$ cat src/pmi_consts.vh
`ifndef PMI_CONSTS_VH
`define PMI_CONSTS_VH

// register byte offsets
`define PMI_OFS_FLAGS 8'h00
`define PMI_OFS_DISABLE 8'h10
`define PMI_OFS_LIVE 8'h20
`define PMI_OFS_CTRL 8'h30
`define PMI_OFS_GPIO_RISE 8'h34
`define PMI_OFS_GPIO_FALL 8'h38
`define PMI_OFS_LP_DELAY 8'h3c

// control register fields
`define PMI_CTRL_POL_BIT 0
`define PMI_CTRL_CLRW_BIT 1
`define PMI_CTRL_KEEP_BIT 2

// reset values
`define PMI_RST_CTRL 8'h04
`define PMI_RST_DISABLE 32'h0000_0000
`define PMI_RST_GPIO_RISE 8'hff
`define PMI_RST_GPIO_FALL 8'h00
`define PMI_RST_LP_DELAY 8'h08

// fixed edge selection, groups three..one
`define PMI_RISE_FIX 24'h87_57_70
`define PMI_FALL_FIX 24'h80_00_7a
// sources flagged only outside the off state
`define PMI_ONLY_ON 32'h0000_002a
// sources that wake when unmasked
`define PMI_WAKE_CAP 32'hff87_4300
// sources that always wake
`define PMI_WAKE_ALWAYS 32'h0000_000a
// long press source bit
`define PMI_LP_BIT 2

// power states
`define PMI_ST_OFF 2'h0

// long press time base
`define PMI_MS_NS 1000000
`define PMI_CLK_NS 25

// bus answers
`define PMI_RESP_OKAY 2'h0
`define PMI_RESP_SLVERR 2'h2

`endif

$ cat src/pmi_irq_map.v
// Chosen here: the register offsets and the AXI4-Lite interface to the registers.
`timescale 1ns/1ps
// Function
// - supply monitor, group one bit 6, both edges
// - die overheat bit 5, not in off
// - power-down pin bit 4, both edges
// - remote power-on bit 3, falling, always wakes
// - long press bit 2 after delay
// - power button bit 1, falling, always wakes
// - output short group two bit 6, rising
// - external reset pin group two bit 4
// - watchdog expiry group two bit 2
// - periodic tick group two bit 1
// - calendar alarm group two bit 0
// - bus power group three bit 7, both edges
// - converter done group three bit 2
// - compare b bit 1, compare a bit 0
// - general pin n at group four bit n
// - all flags combine on one polarity-set line
// - masked source detects nothing, old flag stays
// - clear by read of group or written ones
// - repeat event held pending or discarded
`include "pmi_consts.vh"

module pmi_irq_map #(
    parameter LP_MS_CYCLES = `PMI_MS_NS / `PMI_CLK_NS // cycles per millisecond
) (
    input wire aclk,                 // system clock, 40 MHz
    input wire aresetn,              // sync reset, active low
    // axi4-lite slave
    input wire [7:0] s_axi_awaddr,   // write address
    input wire s_axi_awvalid,        // write address valid
    output wire s_axi_awready,       // write address ready
    input wire [31:0] s_axi_wdata,   // write data
    input wire [3:0] s_axi_wstrb,    // write strobes
    input wire s_axi_wvalid,         // write data valid
    output wire s_axi_wready,        // write data ready
    output wire [1:0] s_axi_bresp,   // write response
    output wire s_axi_bvalid,        // write response valid
    input wire s_axi_bready,         // write response ready
    input wire [7:0] s_axi_araddr,   // read address
    input wire s_axi_arvalid,        // read address valid
    output wire s_axi_arready,       // read address ready
    output wire [31:0] s_axi_rdata,  // read data
    output wire [1:0] s_axi_rresp,   // read response
    output wire s_axi_rvalid,        // read data valid
    input wire s_axi_rready,         // read data ready
    // event sources
    input wire supply_monitor_in,    // supply above threshold
    input wire die_overheat_in,      // die over threshold
    input wire power_down_pin,       // power-down pin
    input wire remote_power_on_pin,  // remote power-on pin
    input wire power_button_pin,     // power button, low pressed
    input wire output_short_in,      // any regulator short
    input wire external_reset_pin,   // external reset pin
    input wire watchdog_expiry_in,   // watchdog expired
    input wire periodic_tick_in,     // timer period tick
    input wire calendar_alarm_in,    // alarm match
    input wire vbus_detect_in,       // bus power present
    input wire conv_done_in,         // software conversion done
    input wire auto_conv_a_in,       // periodic compare a hit
    input wire auto_conv_b_in,       // periodic compare b hit
    input wire [7:0] gpio_pin,       // general pins
    input wire [1:0] power_state,    // 0 off, 1 sleep, 2 active
    // outputs
    output wire irq_out_line,        // combined interrupt line
    output wire on_request           // wake-up request, high
);
    // ==========================================
    // register state
    reg [31:0] flag_ff;
    reg [31:0] pend_ff;
    reg [31:0] disable_ff;
    reg [7:0] ctrl_ff;
    reg [7:0] gpio_rise_ff;
    reg [7:0] gpio_fall_ff;
    reg [7:0] lp_delay_ff;
    reg irq_line_ff;
    reg on_req_ff;
    reg wake_hold_ff;
    reg [15:0] ms_cnt_ff;
    reg [7:0] lp_cnt_ff;
    reg lp_done_ff;
    reg aw_got_ff;
    reg w_got_ff;
    reg [7:0] awaddr_ff;
    reg [7:0] wdata_ff;
    reg wstrb0_ff;
    reg bvalid_ff;
    reg [1:0] bresp_ff;
    reg rvalid_ff;
    reg [1:0] rresp_ff;
    reg [31:0] rdata_ff;

    wire [31:0] raw;
    wire [31:0] live;
    wire [31:0] edge_ev;
    wire [31:0] rise_sel;
    wire [31:0] fall_sel;

    // ==========================================
    // source vector, four groups of eight
    assign raw[7:0] = {1'b0, supply_monitor_in, die_overheat_in, power_down_pin,
                       remote_power_on_pin, power_button_pin, power_button_pin, 1'b0};
    assign raw[15:8] = {1'b0, output_short_in, 1'b0, external_reset_pin, 1'b0,
                        watchdog_expiry_in, periodic_tick_in, calendar_alarm_in};
    assign raw[23:16] = {vbus_detect_in, 4'h0, conv_done_in, auto_conv_b_in, auto_conv_a_in};
    assign raw[31:24] = gpio_pin;
    assign rise_sel = {gpio_rise_ff, `PMI_RISE_FIX};
    assign fall_sel = {gpio_fall_ff, `PMI_FALL_FIX};

    // ==========================================
    // per-source sync and edge detection
    genvar gi;
    generate
        for (gi = 0; gi < 32; gi = gi + 1) begin : g_src
            pmi_src_edge u_edge (
                .aclk(aclk),
                .aresetn(aresetn),
                .src_in(raw[gi]),
                .rise_en(rise_sel[gi]),
                .fall_en(fall_sel[gi]),
                .level(live[gi]),
                .edge_ev(edge_ev[gi])
            );
        end
    endgenerate

    // ==========================================
    // long press timer, millisecond base
    wire btn_low = ~live[1];
    wire ms_tick = (ms_cnt_ff == LP_MS_CYCLES - 1);
    wire lp_hit = btn_low & ~lp_done_ff & (lp_delay_ff != 8'h00) & (lp_cnt_ff >= lp_delay_ff);

    // count from the falling edge while held low
    always @(posedge aclk) begin
        if (!aresetn) begin
            ms_cnt_ff <= 16'h0000;
            lp_cnt_ff <= 8'h00;
            lp_done_ff <= 1'b0;
        end else if (!btn_low) begin
            ms_cnt_ff <= 16'h0000;
            lp_cnt_ff <= 8'h00;
            lp_done_ff <= 1'b0;
        end else begin
            ms_cnt_ff <= ms_tick ? 16'h0000 : ms_cnt_ff + 16'h0001;
            if (ms_tick && lp_cnt_ff != 8'hff)
                lp_cnt_ff <= lp_cnt_ff + 8'h01;
            if (lp_hit)
                lp_done_ff <= 1'b1;
        end
    end

    // ==========================================
    // event qualification
    wire in_off = (power_state == `PMI_ST_OFF);
    wire [31:0] ev_all = edge_ev | ({31'h0, lp_hit} << `PMI_LP_BIT);
    // overheat, remote power-on, button silent in off
    wire [31:0] state_ok = in_off ? ~`PMI_ONLY_ON : 32'hffff_ffff;
    // masked sources detect nothing
    wire [31:0] set_v = ev_all & ~disable_ff & state_ok;

    // ==========================================
    // axi write channel
    wire aw_hs = s_axi_awvalid & s_axi_awready;
    wire w_hs = s_axi_wvalid & s_axi_wready;
    wire ar_hs = s_axi_arvalid & s_axi_arready;
    wire wr_go = aw_got_ff & w_got_ff & ~bvalid_ff;
    wire wr_map = (awaddr_ff[7:6] == 2'h0) & (awaddr_ff[1:0] == 2'h0);
    wire wr_en = wr_go & wr_map & wstrb0_ff;
    wire [1:0] wr_grp = awaddr_ff[3:2];
    wire rd_map = (s_axi_araddr[7:6] == 2'h0) & (s_axi_araddr[1:0] == 2'h0);

    assign s_axi_awready = ~aw_got_ff & ~bvalid_ff;
    assign s_axi_wready = ~w_got_ff & ~bvalid_ff;
    assign s_axi_bvalid = bvalid_ff;
    assign s_axi_bresp = bresp_ff;
    assign s_axi_arready = ~rvalid_ff;
    assign s_axi_rvalid = rvalid_ff;
    assign s_axi_rresp = rresp_ff;
    assign s_axi_rdata = rdata_ff;

    // latch address and data, answer once both held
    always @(posedge aclk) begin
        if (!aresetn) begin
            aw_got_ff <= 1'b0;
            w_got_ff <= 1'b0;
            awaddr_ff <= 8'h00;
            wdata_ff <= 8'h00;
            wstrb0_ff <= 1'b0;
            bvalid_ff <= 1'b0;
            bresp_ff <= `PMI_RESP_OKAY;
        end else begin
            if (aw_hs) begin
                aw_got_ff <= 1'b1;
                awaddr_ff <= s_axi_awaddr;
            end
            if (w_hs) begin
                w_got_ff <= 1'b1;
                wdata_ff <= s_axi_wdata[7:0];
                wstrb0_ff <= s_axi_wstrb[0];
            end
            if (wr_go) begin
                aw_got_ff <= 1'b0;
                w_got_ff <= 1'b0;
                bvalid_ff <= 1'b1;
                bresp_ff <= wr_map ? `PMI_RESP_OKAY : `PMI_RESP_SLVERR;
            end else if (bvalid_ff && s_axi_bready) begin
                bvalid_ff <= 1'b0;
            end
        end
    end

    // ==========================================
    // clear vectors from read and write
    wire clr_on_wr = ctrl_ff[`PMI_CTRL_CLRW_BIT];
    wire wr_flags = wr_en & (awaddr_ff[5:4] == 2'h0) & clr_on_wr;
    wire rd_flags = ar_hs & rd_map & (s_axi_araddr[5:4] == 2'h0) & ~clr_on_wr;
    wire [31:0] wr_clr = wr_flags ? ({24'h0, wdata_ff} << {wr_grp, 3'h0}) : 32'h0;
    wire [31:0] rd_clr = rd_flags ? (32'hff << {s_axi_araddr[3:2], 3'h0}) : 32'h0;
    wire [31:0] clr = wr_clr | rd_clr;

    // ==========================================
    // flags and pending level
    wire [31:0] flag_stays = flag_ff & ~(clr & ~pend_ff);
    wire keep = ctrl_ff[`PMI_CTRL_KEEP_BIT];
    wire [31:0] nxt_flag = flag_stays | set_v;
    wire [31:0] nxt_pend = (pend_ff & ~clr) | (set_v & flag_stays & {32{keep}});

    // set wins over a clear in the same cycle
    always @(posedge aclk) begin
        if (!aresetn) begin
            flag_ff <= 32'h0000_0000;
            pend_ff <= 32'h0000_0000;
        end else begin
            flag_ff <= nxt_flag;
            pend_ff <= nxt_pend;
        end
    end

    // ==========================================
    // software writable registers
    always @(posedge aclk) begin
        if (!aresetn) begin
            disable_ff <= `PMI_RST_DISABLE;
            ctrl_ff <= `PMI_RST_CTRL;
            gpio_rise_ff <= `PMI_RST_GPIO_RISE;
            gpio_fall_ff <= `PMI_RST_GPIO_FALL;
            lp_delay_ff <= `PMI_RST_LP_DELAY;
        end else if (wr_en) begin
            case ({awaddr_ff[5:4], 2'h0})
                `PMI_OFS_DISABLE >> 2: begin
                    case (wr_grp)
                        2'h0: disable_ff[7:0] <= wdata_ff;
                        2'h1: disable_ff[15:8] <= wdata_ff;
                        2'h2: disable_ff[23:16] <= wdata_ff;
                        default: disable_ff[31:24] <= wdata_ff;
                    endcase
                end
                `PMI_OFS_CTRL >> 2: begin
                    case (awaddr_ff[7:0])
                        `PMI_OFS_CTRL: ctrl_ff <= {5'h00, wdata_ff[2:0]};
                        `PMI_OFS_GPIO_RISE: gpio_rise_ff <= wdata_ff;
                        `PMI_OFS_GPIO_FALL: gpio_fall_ff <= wdata_ff;
                        `PMI_OFS_LP_DELAY: lp_delay_ff <= wdata_ff;
                        default: ctrl_ff <= ctrl_ff;
                    endcase
                end
                default: ctrl_ff <= ctrl_ff;
            endcase
        end
    end

    // ==========================================
    // read data mux
    reg [7:0] rd_byte;
    wire [1:0] rd_grp = s_axi_araddr[3:2];

    always @* begin
        rd_byte = 8'h00;
        case (s_axi_araddr[5:4])
            2'h0: rd_byte = flag_ff[{rd_grp, 3'h0} +: 8];
            2'h1: rd_byte = disable_ff[{rd_grp, 3'h0} +: 8];
            2'h2: rd_byte = live[{rd_grp, 3'h0} +: 8];
            default: begin
                case (rd_grp)
                    2'h0: rd_byte = ctrl_ff;
                    2'h1: rd_byte = gpio_rise_ff;
                    2'h2: rd_byte = gpio_fall_ff;
                    default: rd_byte = lp_delay_ff;
                endcase
            end
        endcase
    end

    // capture read answer, old flags returned before clear
    always @(posedge aclk) begin
        if (!aresetn) begin
            rvalid_ff <= 1'b0;
            rresp_ff <= `PMI_RESP_OKAY;
            rdata_ff <= 32'h0000_0000;
        end else if (ar_hs) begin
            rvalid_ff <= 1'b1;
            rresp_ff <= rd_map ? `PMI_RESP_OKAY : `PMI_RESP_SLVERR;
            rdata_ff <= rd_map ? {24'h000000, rd_byte} : 32'h0000_0000;
        end else if (rvalid_ff && s_axi_rready) begin
            rvalid_ff <= 1'b0;
        end
    end

    // ==========================================
    // combined line and wake request
    wire any_flag = |flag_ff;
    wire pol_high = ctrl_ff[`PMI_CTRL_POL_BIT];
    // remote power-on and button wake regardless of mask
    wire always_ev = |(edge_ev & `PMI_WAKE_ALWAYS);
    wire wake_unmasked = |(flag_ff & `PMI_WAKE_CAP & ~disable_ff);

    always @(posedge aclk) begin
        if (!aresetn) begin
            irq_line_ff <= 1'b1;
            on_req_ff <= 1'b0;
            wake_hold_ff <= 1'b0;
        end else begin
            irq_line_ff <= pol_high ? any_flag : ~any_flag;
            if (always_ev)
                wake_hold_ff <= 1'b1;
            else if (!in_off && power_state[1])
                wake_hold_ff <= 1'b0;
            on_req_ff <= wake_unmasked | wake_hold_ff | always_ev;
        end
    end

    assign irq_out_line = irq_line_ff;
    assign on_request = on_req_ff;
endmodule

$ cat src/pmi_src_edge.v
`timescale 1ns/1ps
// ==========================================
// source synchroniser and edge detector
module pmi_src_edge (
    input wire aclk,      // system clock
    input wire aresetn,   // sync reset, active low
    input wire src_in,    // raw source level
    input wire rise_en,   // flag rising edges
    input wire fall_en,   // flag falling edges
    output wire level,    // synchronised level
    output wire edge_ev   // one-cycle qualifying edge
);
    reg meta_ff;
    reg sync_ff;
    reg prev_ff;

    // two-stage sync then one history stage
    always @(posedge aclk) begin
        if (!aresetn) begin
            meta_ff <= 1'b0;
            sync_ff <= 1'b0;
            prev_ff <= 1'b0;
        end else begin
            meta_ff <= src_in;
            sync_ff <= meta_ff;
            prev_ff <= sync_ff;
        end
    end

    // edge qualify
    assign level = sync_ff;
    assign edge_ev = (rise_en & sync_ff & ~prev_ff) | (fall_en & ~sync_ff & prev_ff);
endmodule

$ cat config.mk
export PLATFORM = sky130hd
export DESIGN_NAME = pmi_irq_map
export DESIGN_NICKNAME = d
export VERILOG_FILES = /design/src/pmi_irq_map.v /design/src/pmi_src_edge.v
export VERILOG_INCLUDE_DIRS = /design/src
export SDC_FILE = /design/constraint.sdc
export NUM_CORES = 1
export LEC_CHECK = 0
export BUFFER_PORTS_ARGS = -buffer_cell sky130_fd_sc_hd__buf_2
export CAP_MARGIN = 20
export CORE_UTILIZATION = 35
export DETAILED_ROUTE_END_ITERATION = 10
export HOLD_SLACK_MARGIN = 0.1
export SLEW_MARGIN = 20
export SYNTH_ARGS = -nofsm -noshare
export SYNTH_HDL_FRONTEND = slang
export SYNTH_HIERARCHICAL = 1
export SYNTH_SLANG_ARGS = --single-unit
$ cat constraint.sdc
create_clock -name aclk -period 2.9 [get_ports aclk]
set_input_delay 0.58 -clock aclk [delete_from_list [all_inputs] [get_ports aclk]]
set_output_delay 0.58 -clock aclk [all_outputs]
set_load 0.01 [all_outputs]
==> results of run 1 <==
critical path, cell delays in order, from the launching register on:
cell	delay (ps)
dfxtp_1	320
or4_4	670
or2_1	380
nor3_4	570
mux2i_1	270
nand2_1	70
synth_stat cells, types with 7 or more instances:
master,n,area share (%)
inv_1,38,1.2
a211oi_1,14,0.87
nor2b_1,16,0.83
nand3_1,28,1.2
and2_1,68,3.5
nand2_1,160,5.0
o21ai_0,35,1.4
ha_1,14,1.4
and3_1,7,0.36
clkbuf_1,44,1.4
o41ai_1,11,0.80
a221oi_1,17,1.2
dfxtp_1,278,46
nand2b_1,24,1.2
a32o_1,11,0.91
o211ai_1,10,0.62
and2_2,32,2.0
buf_1,7,0.22
mux2i_1,60,5.0
nor3_1,9,0.37
a21oi_1,96,4.0
o22ai_1,35,1.8
buf_4,27,1.7
o21a_1,13,0.81
xor2_1,7,0.51
nor2_1,114,3.5
a22oi_1,22,1.4
nand4_1,9,0.47
mux4_2,10,1.9
xnor2_1,10,0.72
nor4_1,19,0.98
final timing paths:
| path | start | endpoint | slack [ps] | cells after the start |
|---|---|---|---|---|
| setup / recovery | awaddr_ff[0] | gpio_rise_ff[3] | 480 | 5 |
| hold / removal | gpio_pin[5] | g_src[29].u_edge/meta_ff | 210 | 2 |
| setup reg to reg | awaddr_ff[0] | gpio_rise_ff[3] | 480 | 5 |
| hold reg to reg | g_src[12].u_edge/meta_ff | g_src[12].u_edge/level | 430 | 1 |
kinds of logic after synthesis:
family / Yosys count / synth area share [%]
other: 2 / 0.06208
multiplexers: 75 / 7.292
AND/OR/NAND/NOR: 531 / 23.48
adder cells (fa/ha/maj): 15 / 1.531
flip-flops: 278 / 46.01
AO/OA/AOI/OAI: 294 / 15.70
buffers and inverters: 121 / 4.696
XOR/XNOR: 17 / 1.231
state kept, by name, summed over array words and instances (netlist names), 3 cells and up:
register              flops
awaddr_ff                 8
ctrl_ff                   3
disable_ff               32
flag_ff                  32
g_src.u_edge/level       32
g_src.u_edge/meta_ff     32
g_src.u_edge/prev_ff     32
gpio_fall_ff              8
gpio_rise_ff              8
lp_cnt_ff                 8
lp_delay_ff               8
ms_cnt_ff                16
pend_ff                  32
s_axi_rdata               8
wdata_ff                  8
stage by stage:
step	hold WS [ps]	setup slack, ps	total power, W
finish	209.8	479.5	0.008980
global route	190.2	360.3	0.009294
CTS	178.2	467.2	0.009070
detailed placement	416.9	312.9	0.004690
global placement	413.3	361.7	0.004679
floorplan	411.8	565.8	0.004483
cell usage in the layout, fill, tap and decap left out, drive strengths merged, types with 11 or more instances in the layout:
cell type / Yosys / final
dfxtp: 278 / 278
nand2: 160 / 160
nor2: 116 / 116
buf: 39 / 109
and2: 100 / 100
a21oi: 96 / 96
conb: 2 / 83
mux2i: 60 / 60
clkbuf: 44 / 45
o21ai: 40 / 40
inv: 38 / 38
o22ai: 35 / 35
nand3: 28 / 28
nor4: 26 / 26
nand2b: 24 / 24
a22oi: 22 / 22
a221oi: 17 / 17
nor2b: 16 / 16
a211oi: 14 / 14
ha: 14 / 14
nor3: 14 / 14
o21a: 13 / 13
a32o: 11 / 11
o41ai: 11 / 11
layout make-up:
cell class | instances | area share, %
multi-input cells | 1015 | 43.66
flip-flops and latches | 278 | 38.77
clock buffers | 45 | 6.468
repair buffers | 109 | 4.550
well taps | 448 | 3.905
clock inverters | 13 | 1.639
inverters | 38 | 1.002
report_power, final:
group / total, W / internal (W) / switching, W
Clock: 0.00437 / 0.00275 / 0.00161
Combinational: 0.000565 / 0.000214 / 0.000351
Sequential: 0.00405 / 0.00393 / 0.000118
Total: 0.00898 / 0.00690 / 0.00208
routing by layer:
| metal | part of all wire [%] | global-route usage, % | routed length (µm) |
|---|---|---|---|
| met4 | 2.7 | 5.660 | 893 |
| met3 | 6.0 | 2.864 | 1978 |
| met1 | 47 | 26.14 | 15540 |
| met2 | 45 | 29.39 | 14800 |
| met5 | 0 | 0 | 0 |
==> flow_summary_export.csv, run 1 <==
group,metric,value,unit
sta,setup-tns-final,0,ps
outcome,status,"completed",
routing,wl_per_cell,17.07,µm
sta,min_period,2421,ps
layout,layout-drive-gt1-share,15.55,%
sta,slew_viol_final,0,
global_routing,globalRouteOverflowTotal,0,
clock_tree,cts_tree,"built",
sta,fin_crit_sh,83.47,%
floorplanning,fp.dieH,187.9,µm
routing,dr_total_vias,9986,
floorplanning,core-area,33780,µm²
routing,drtIter0Drc,692,
global_routing,first_global_vias,9268,
layout,area_growth,18.66,%
layout,fin_nets,1570,
clock_tree,cts_hold_buf,0,
sta,setup_violations,0,
floorplanning,die_w,187.9,µm
global_routing,grt_pass1_wl,51900,µm
run,maxCapViolCount,0,
layout,register_area,5565,µm²
synth,synth_flop_cell,"dfxtp_1",
global_routing,grt_max_degree,98,
placed_design,place_congestion,0.8826,
worst_setup_path,cp_max_fo,13,
sta,maxSlewHeadroom,44.75,%
layout,fin_cells,1946,
global_routing,gr-usage-all-layers,18.66,%
layout,antenna_cells,0,
placed_design,numPortBuffers,72,
synth,yosys_warnings,6,
clock_tree,ctsResizeCount,0,
layout,multi_input_area,6267,µm²
worst_setup_path,worstSetupStartpointType,"flip-flop",
worst_setup_path,crit_type,"flip-flop to flip-flop",
layout,fillers,3292,
sta,rsz0062_at_grt,"false",
clock_tree,numCtsBuffers,31,
routing,dr.pass1.iters,5,
power,peakVddDrop,0.0005194,V
synth,ys_types,69,
synth,avgSynthCellArea,9.075,µm²
sta,worst_pin_slew,825.7,ps
synth,synth_cells,1333,
clock_tree,cts_root_buf,"clkbuf_16",
routing,ant_nets,0,
routing,wirelength,33210,µm
placed_design,dpl.cell_count,1888,
global_routing,antenna_found_initial,0,
floorplanning,dieArea,35310,µm²
power,p_leak,5.477,nW
worst_setup_path,critPathArrivalTime,2860,ps
synth,ys_seq_area_share,46.01,%
synth,syn_area,12100,µm²
sta,clock_skew,9.675,ps
worst_setup_path,end_kind,"flip-flop",
synth,synth-edff-count,0,
layout,stdcell_area,14350,µm²
placed_design,placed_area,13190,µm²
layout,final_util,42.49,%
clock_tree,clk_latency,570,ps
clock_tree,clk_pin_slew,60,ps
clock_tree,clock-sinks,278,
worst_hold_path,hp-class,"input port to flip-flop",
clock_tree,htreeDepth,1,
floorplanning,std_cell_rows,67,
routing,drc_errors,0,
floorplanning,io_pins,126,
floorplanning,initial_core_util,35.81,%
power,p_per_area,625.6,nW/µm²
worst_setup_path,required,3340,ps
clock_tree,cts_buffer_depth,3,
routing,viasPerCell,5.132,
synth,synth-seq-cells,278,
sta,fmax,413.1,MHz
clock_tree,post_cts_buffers,0,
sta,finalHoldViolations,0,
synth,async_flop_share,0,%
placed_design,hpwl,23280,µm
Power figures use the tool's default switching activity.
==> inputs of run 2 (changes only) <==
==> constraint.sdc (replaced) <==
create_clock -name aclk -period 2.1 [get_ports aclk]
set_input_delay 0.42 -clock aclk [delete_from_list [all_inputs] [get_ports aclk]]
set_output_delay 0.42 -clock aclk [all_outputs]
set_load 0.01 [all_outputs]
==> run 2 against run 1 <==
Compared with the run above: total power is 33% higher; via count is 3.8% higher; die area stayed put; largest cell class unchanged; combinational power is 68% higher; fmax is 14% higher; final area is 5.6% higher; the flow now finishes with violations (negative setup slack); worst hold slack worse by 100 ps; non-clock buffer count is 71 higher; utilization is 2.4 points higher.
==> flow_summary_export.csv, run 2 (synthesized netlist as in run 1, its figures left out) <==
group,metric,value,unit
clock_tree,cts_root_buf,"clkbuf_16",
layout,layout_common_cells,"dfxtp_1 (277), nand2_1 (160), nor2_1 (114)",
sta,rsz0062_at_grt,"true",
sta,min_period,2117,ps
sta,setup-tns-final,-41.36,ps
global_routing,grt_max_degree,82,
worst_setup_path,crit_chain,"or4_4, buf_6, nor4_4, buf_12, a21oi_2, o211ai_1, o21ai_0",
routing,wl_per_cell,17.06,µm
worst_hold_path,hold_end,"awaddr_ff[0]",
routing,dr_total_vias,10368,
layout,fin_nets,1640,
worst_setup_path,cpPeakStageDelay,600,ps
worst_setup_path,required,2530,ps
worst_hold_path,hp-class,"input port to flip-flop",
sta,worst_pin_slew,824.0,ps
worst_setup_path,end_kind,"flip-flop",
sta,slew_viol_final,0,
worst_setup_path,r2r_end,"pend_ff[9]",
floorplanning,die_w,187.9,µm
floorplanning,initial_core_util,35.81,%
floorplanning,fp.dieH,187.9,µm
clock_tree,clk_latency,560,ps
power,peakVddDrop,0.0006143,V
worst_setup_path,path_buf_inv,2,
routing,viasPerCell,5.148,
outcome,status,"finished with violations",
global_routing,antenna_found_initial,0,
sta,maxSlewHeadroom,44.87,%
floorplanning,io_pins,126,
layout,fin_cells,2014,
sta,setup_violations,6,
worst_setup_path,crit_type,"flip-flop to flip-flop",
routing,drc_errors,0,
layout,layout-drive-gt1-share,18.58,%
power,swShare,23.58,%
outcome,violations,"negative setup slack",
clock_tree,clk_pin_slew,60,ps
routing,ant_nets,0,
worst_hold_path,min-delay-start,"s_axi_awaddr[0]",
worst_setup_path,worst_path_max_delay_cell,"or4_4",
routing,dr.pass1.iters,5,
floorplanning,dieArea,35310,µm²
worst_setup_path,cp_top_family,"simple AND/OR/NAND/NOR gates",
sta,clock_skew,19.79,ps
routing,drtIter0Drc,667,
sta,setup_ws,-17.32,ps
power,clkPwrFrac,45.3,%
placed_design,hpwl,24120,µm
clock_tree,cts_buffer_depth,3,
sta,worst_hold_slack,108.1,ps
global_routing,globalRouteOverflowTotal,0,
power,p_per_area,787.5,nW/µm²
worst_setup_path,cp_max_fo,7,
power,p_sw,0.002813,W
floorplanning,core-area,33780,µm²
placed_design,dpl.cell_count,1927,
worst_setup_path,critPathArrivalTime,2550,ps
power,p_leak,5.819,nW
clock_tree,cts_tree,"built",
layout,area_growth,25.25,%
global_routing,first_global_vias,9648,
worst_setup_path,worstSetupStartpointType,"flip-flop",
clock_tree,clock-sinks,278,
layout,antenna_cells,0,
placed_design,numPortBuffers,72,
run,maxCapViolCount,0,
worst_setup_path,rr_worst_depth,7,
floorplanning,std_cell_rows,67,
placed_design,place_congestion,0.9101,
clock_tree,numCtsBuffers,30,
power,p_int,0.009118,W
worst_setup_path,regToRegSetupSlack,-20,ps
global_routing,gr-usage-all-layers,19.11,%
global_routing,grt_pass1_wl,53360,µm
layout,final_common_cell,"dfxtp_1",
power,power_frac_comb,8.0,%
worst_setup_path,crit-reg2reg-launch,"awaddr_ff[0]",
worst_hold_path,hold_depth,3,
power,seqPwrFrac,46.8,%
routing,wirelength,34370,µm
sta,finalHoldViolations,0,
clock_tree,htreeDepth,1,
sta,fmax,472.3,MHz
sta,fin_crit_sh,100.8,%
-- run 2: per-layer routing --
| layer | global-route usage, % | part of all wire [%] | wire length [µm] |
|---|---|---|---|
| met1 | 26.44 | 46 | 15830 |
| met3 | 2.340 | 6.2 | 2127 |
| met2 | 30.64 | 45 | 15560 |
| met5 | 0 | 0 | 0 |
| met4 | 6.535 | 2.5 | 850 |
-- run 2: what timing repair did --
action / CTS / global route
gates resized for setup: 8 / 46
hold buffers: 30 / 0
endpoints found under the setup margin: 16 / 91
buffers inserted: 0 / 2
hold endpoints to repair: 31 / 0
pin swaps: 3 / 39
-- run 2: layout make-up --
cell class | count | area (µm²)
flip-flops and latches | 278 | 5567
multi-input cells | 1015 | 6409
clock inverters | 5 | 75.07
clock buffers | 50 | 947.2
well taps | 448 | 560.5
inverters | 38 | 143.9
repair buffers | 180 | 1449
fillers | 3277 | 18630
-- run 2: worst max path at each step --
stage                     from             end  slack, ps  cells past startpoint
2_1_floorplan  s_axi_araddr[7]     pend_ff[10]        -60                      6
3_3_place_gp   s_axi_araddr[7]     pend_ff[23]       -140                      7
3_5_place_dp   s_axi_araddr[7]     pend_ff[23]       -150                      7
4_1_cts           awaddr_ff[1]  disable_ff[11]       -0.2                      7
5_1_grt           awaddr_ff[0]     pend_ff[15]        -80                      7
6_report          awaddr_ff[0]      pend_ff[9]        -20                      7
-- run 2: power by group through the flow --
stage	logic [W]	registers, W	clock network [W]
floorplan	0.000567	0.00563	0
global placement	0.000861	0.00568	0
detailed placement	0.000870	0.00568	0
CTS	0.000919	0.00557	0.00552
global route	0.00104	0.00559	0.00574
finish	0.000949	0.00558	0.00540
-- run 2: metrics by stage --
stage	cell area [µm²]	power [W]	utilization [%]	worst slack (ps)
final	15150	0.01193	44.85	-17.32
after global routing	15150	0.01237	44.85	-81.98
after CTS	14980	0.01201	44.33	-0.1861
after detailed placement	13640	0.006554	40.37	-147.6
after global placement	13640	0.006541	40.37	-138.9
after floorplan	12410	0.006192	-	-64.72
-- run 2: tightest hold or removal path: stages --
cell and delay (ps):
buf_2 100, nand2_1 50, a21oi_1 50
==> inputs of run 3 (changes only) <==
--- a/config.mk
+++ b/config.mk
@@ -8,6 +8,7 @@
 export LEC_CHECK = 0
 export BUFFER_PORTS_ARGS = -buffer_cell sky130_fd_sc_hd__buf_2
 export CAP_MARGIN = 20
+export CORE_ASPECT_RATIO = 1.2
 export CORE_UTILIZATION = 35
 export DETAILED_ROUTE_END_ITERATION = 10
 export HOLD_SLACK_MARGIN = 0.1
==> run 3 against run 2 <==
Compared with the run above: the run still ends with negative setup slack left; sequential share of layout area grew 0.22 points; sequential power is essentially flat; clock skew shrank 5.0 ps.
==> flow_summary_export.csv, run 3 (synthesized netlist as in run 1, its figures left out) <==
group,metric,value,unit
placed_design,hpwl,24010,µm
power,p_per_area,783.1,nW/µm²
routing,drtIter0Drc,709,
sta,min_period,2119,ps
layout,register_area,5568,µm²
clock_tree,clock-sinks,278,
sta,setup_violations,6,
sta,clock_skew,14.83,ps
placed_design,place_congestion,0.8911,
layout,area_growth,24.54,%
placed_design,numPortBuffers,72,
clock_tree,clk_pin_slew,70,ps
global_routing,globalRouteOverflowTotal,0,
power,peakVddDrop,0.0004917,V
global_routing,gr-usage-all-layers,19.32,%
worst_setup_path,end_kind,"flip-flop",
routing,ant_nets,0,
clock_tree,htreeDepth,1,
worst_hold_path,hp-class,"input port to flip-flop",
floorplanning,core-area,34070,µm²
sta,finalHoldViolations,0,
floorplanning,io_pins,126,
routing,viasPerCell,5.082,
layout,layout_common_cells,"dfxtp_1 (276), nand2_1 (160), nor2_1 (114)",
routing,dr.pass1.iters,5,
floorplanning,initial_core_util,35.50,%
layout,layout-drive-gt1-share,17.74,%
routing,wirelength,33990,µm
power,p_leak,5.814,nW
sta,worst_pin_slew,692.4,ps
worst_setup_path,critPathArrivalTime,2560,ps
floorplanning,die_w,171.7,µm
global_routing,antenna_found_initial,1,
worst_setup_path,cp_max_fo,9,
sta,fin_crit_sh,100.9,%
worst_setup_path,crit_type,"flip-flop to flip-flop",
layout,final_util,44.22,%
sta,maxSlewHeadroom,53.78,%
layout,final_common_cell,"dfxtp_1",
layout,multi_input_area,6317,µm²
sta,rsz0062_at_grt,"true",
floorplanning,std_cell_rows,74,
sta,worst_hold_slack,116.8,ps
clock_tree,cts_tree,"built",
clock_tree,numCtsBuffers,29,
layout,fillers,3336,
worst_setup_path,required,2540,ps
run,maxCapViolCount,0,
worst_setup_path,regToRegSetupSlack,-20,ps
global_routing,grt_pass1_wl,52920,µm
floorplanning,fp.dieH,205.7,µm
layout,fin_nets,1648,
clock_tree,clk_latency,560,ps
sta,fmax,471.9,MHz
floorplanning,dieArea,35310,µm²
sta,slew_viol_final,0,
clock_tree,cts_root_buf,"clkbuf_16",
routing,dr_total_vias,10312,
global_routing,first_global_vias,9698,
routing,wl_per_cell,16.75,µm
global_routing,grt_max_degree,77,
outcome,violations,"negative setup slack",
worst_setup_path,worstSetupStartpointType,"flip-flop",
clock_tree,cts_buffer_depth,3,
sta,setup_ws,-19.02,ps
layout,antenna_cells,0,
routing,drc_errors,0,
outcome,status,"finished with violations",
## run 3: critical path, cell delays in order, from the launching register on
cell     delay (ps)
dfxtp_2         320
or4_4           580
buf_6           180
nor4_2          290
buf_4           240
a21oi_1         130
o21ai_1         170
a21oi_1          80
## run 3: layout make-up
cell class                      count  area share (%)
Clock inverter                     14           1.179
Clock buffer                       39           5.332
Tap cell                          456           3.787
Sequential cell                   278           36.96
Inverter                           38          0.9551
Multi-Input combinational cell   1015           41.93
Timing Repair Buffer              189           9.858
## run 3: power by group
group          switching (W)  internal [W]  total (W)
clock                0.00213       0.00317    0.00530
combinational       0.000530      0.000398   0.000928
sequential          0.000147       0.00543    0.00557
total                0.00281       0.00899     0.0118
## run 3: what timing repair did
| action | CTS | global route |
|---|---|---|
| pin swaps | 0 | 17 |
| endpoints found under the hold margin | 39 | 0 |
| buffers inserted | 0 | 1 |
| setup endpoints to repair | 20 | 71 |
| resized for setup | 5 | 23 |
| hold buffers | 38 | 0 |
## run 3: final timing paths
path                             from                endpoint  depth (start not counted)
max                      awaddr_ff[1]              flag_ff[6]                          7
min                    s_axi_wdata[0]             wdata_ff[0]                          3
max reg2reg              awaddr_ff[1]              flag_ff[6]                          7
min reg2reg  g_src[15].u_edge/meta_ff  g_src[15].u_edge/level                          1
## run 3: layer usage
| layer | vias up | share of wire (%) | global-route usage [%] |
|---|---|---|---|
| li1 | 5048 | - | - |
| met1 | 4843 | 44 | 24.91 |
| met2 | 347 | 46 | 31.74 |
| met3 | 72 | 5.2 | 2.577 |
| met4 | 2 | 4.0 | 9.056 |
| met5 | - | 0.038 | 0 |
## run 3: through the flow
step	std cells	power [W]	setup WS, ps	TNS, ps	instance area [µm²]
floorplan	1414	0.006192	-64.72	-683.6	12410
global placement	1937	0.006528	-166.4	-2800	13640
detailed placement	1937	0.006542	-165.9	-4141	13640
CTS	2028	0.01191	1.576	0	15010
global route	2029	0.01223	-99.36	-2605	15070
finish	2029	0.01180	-19.02	-53.95	15070
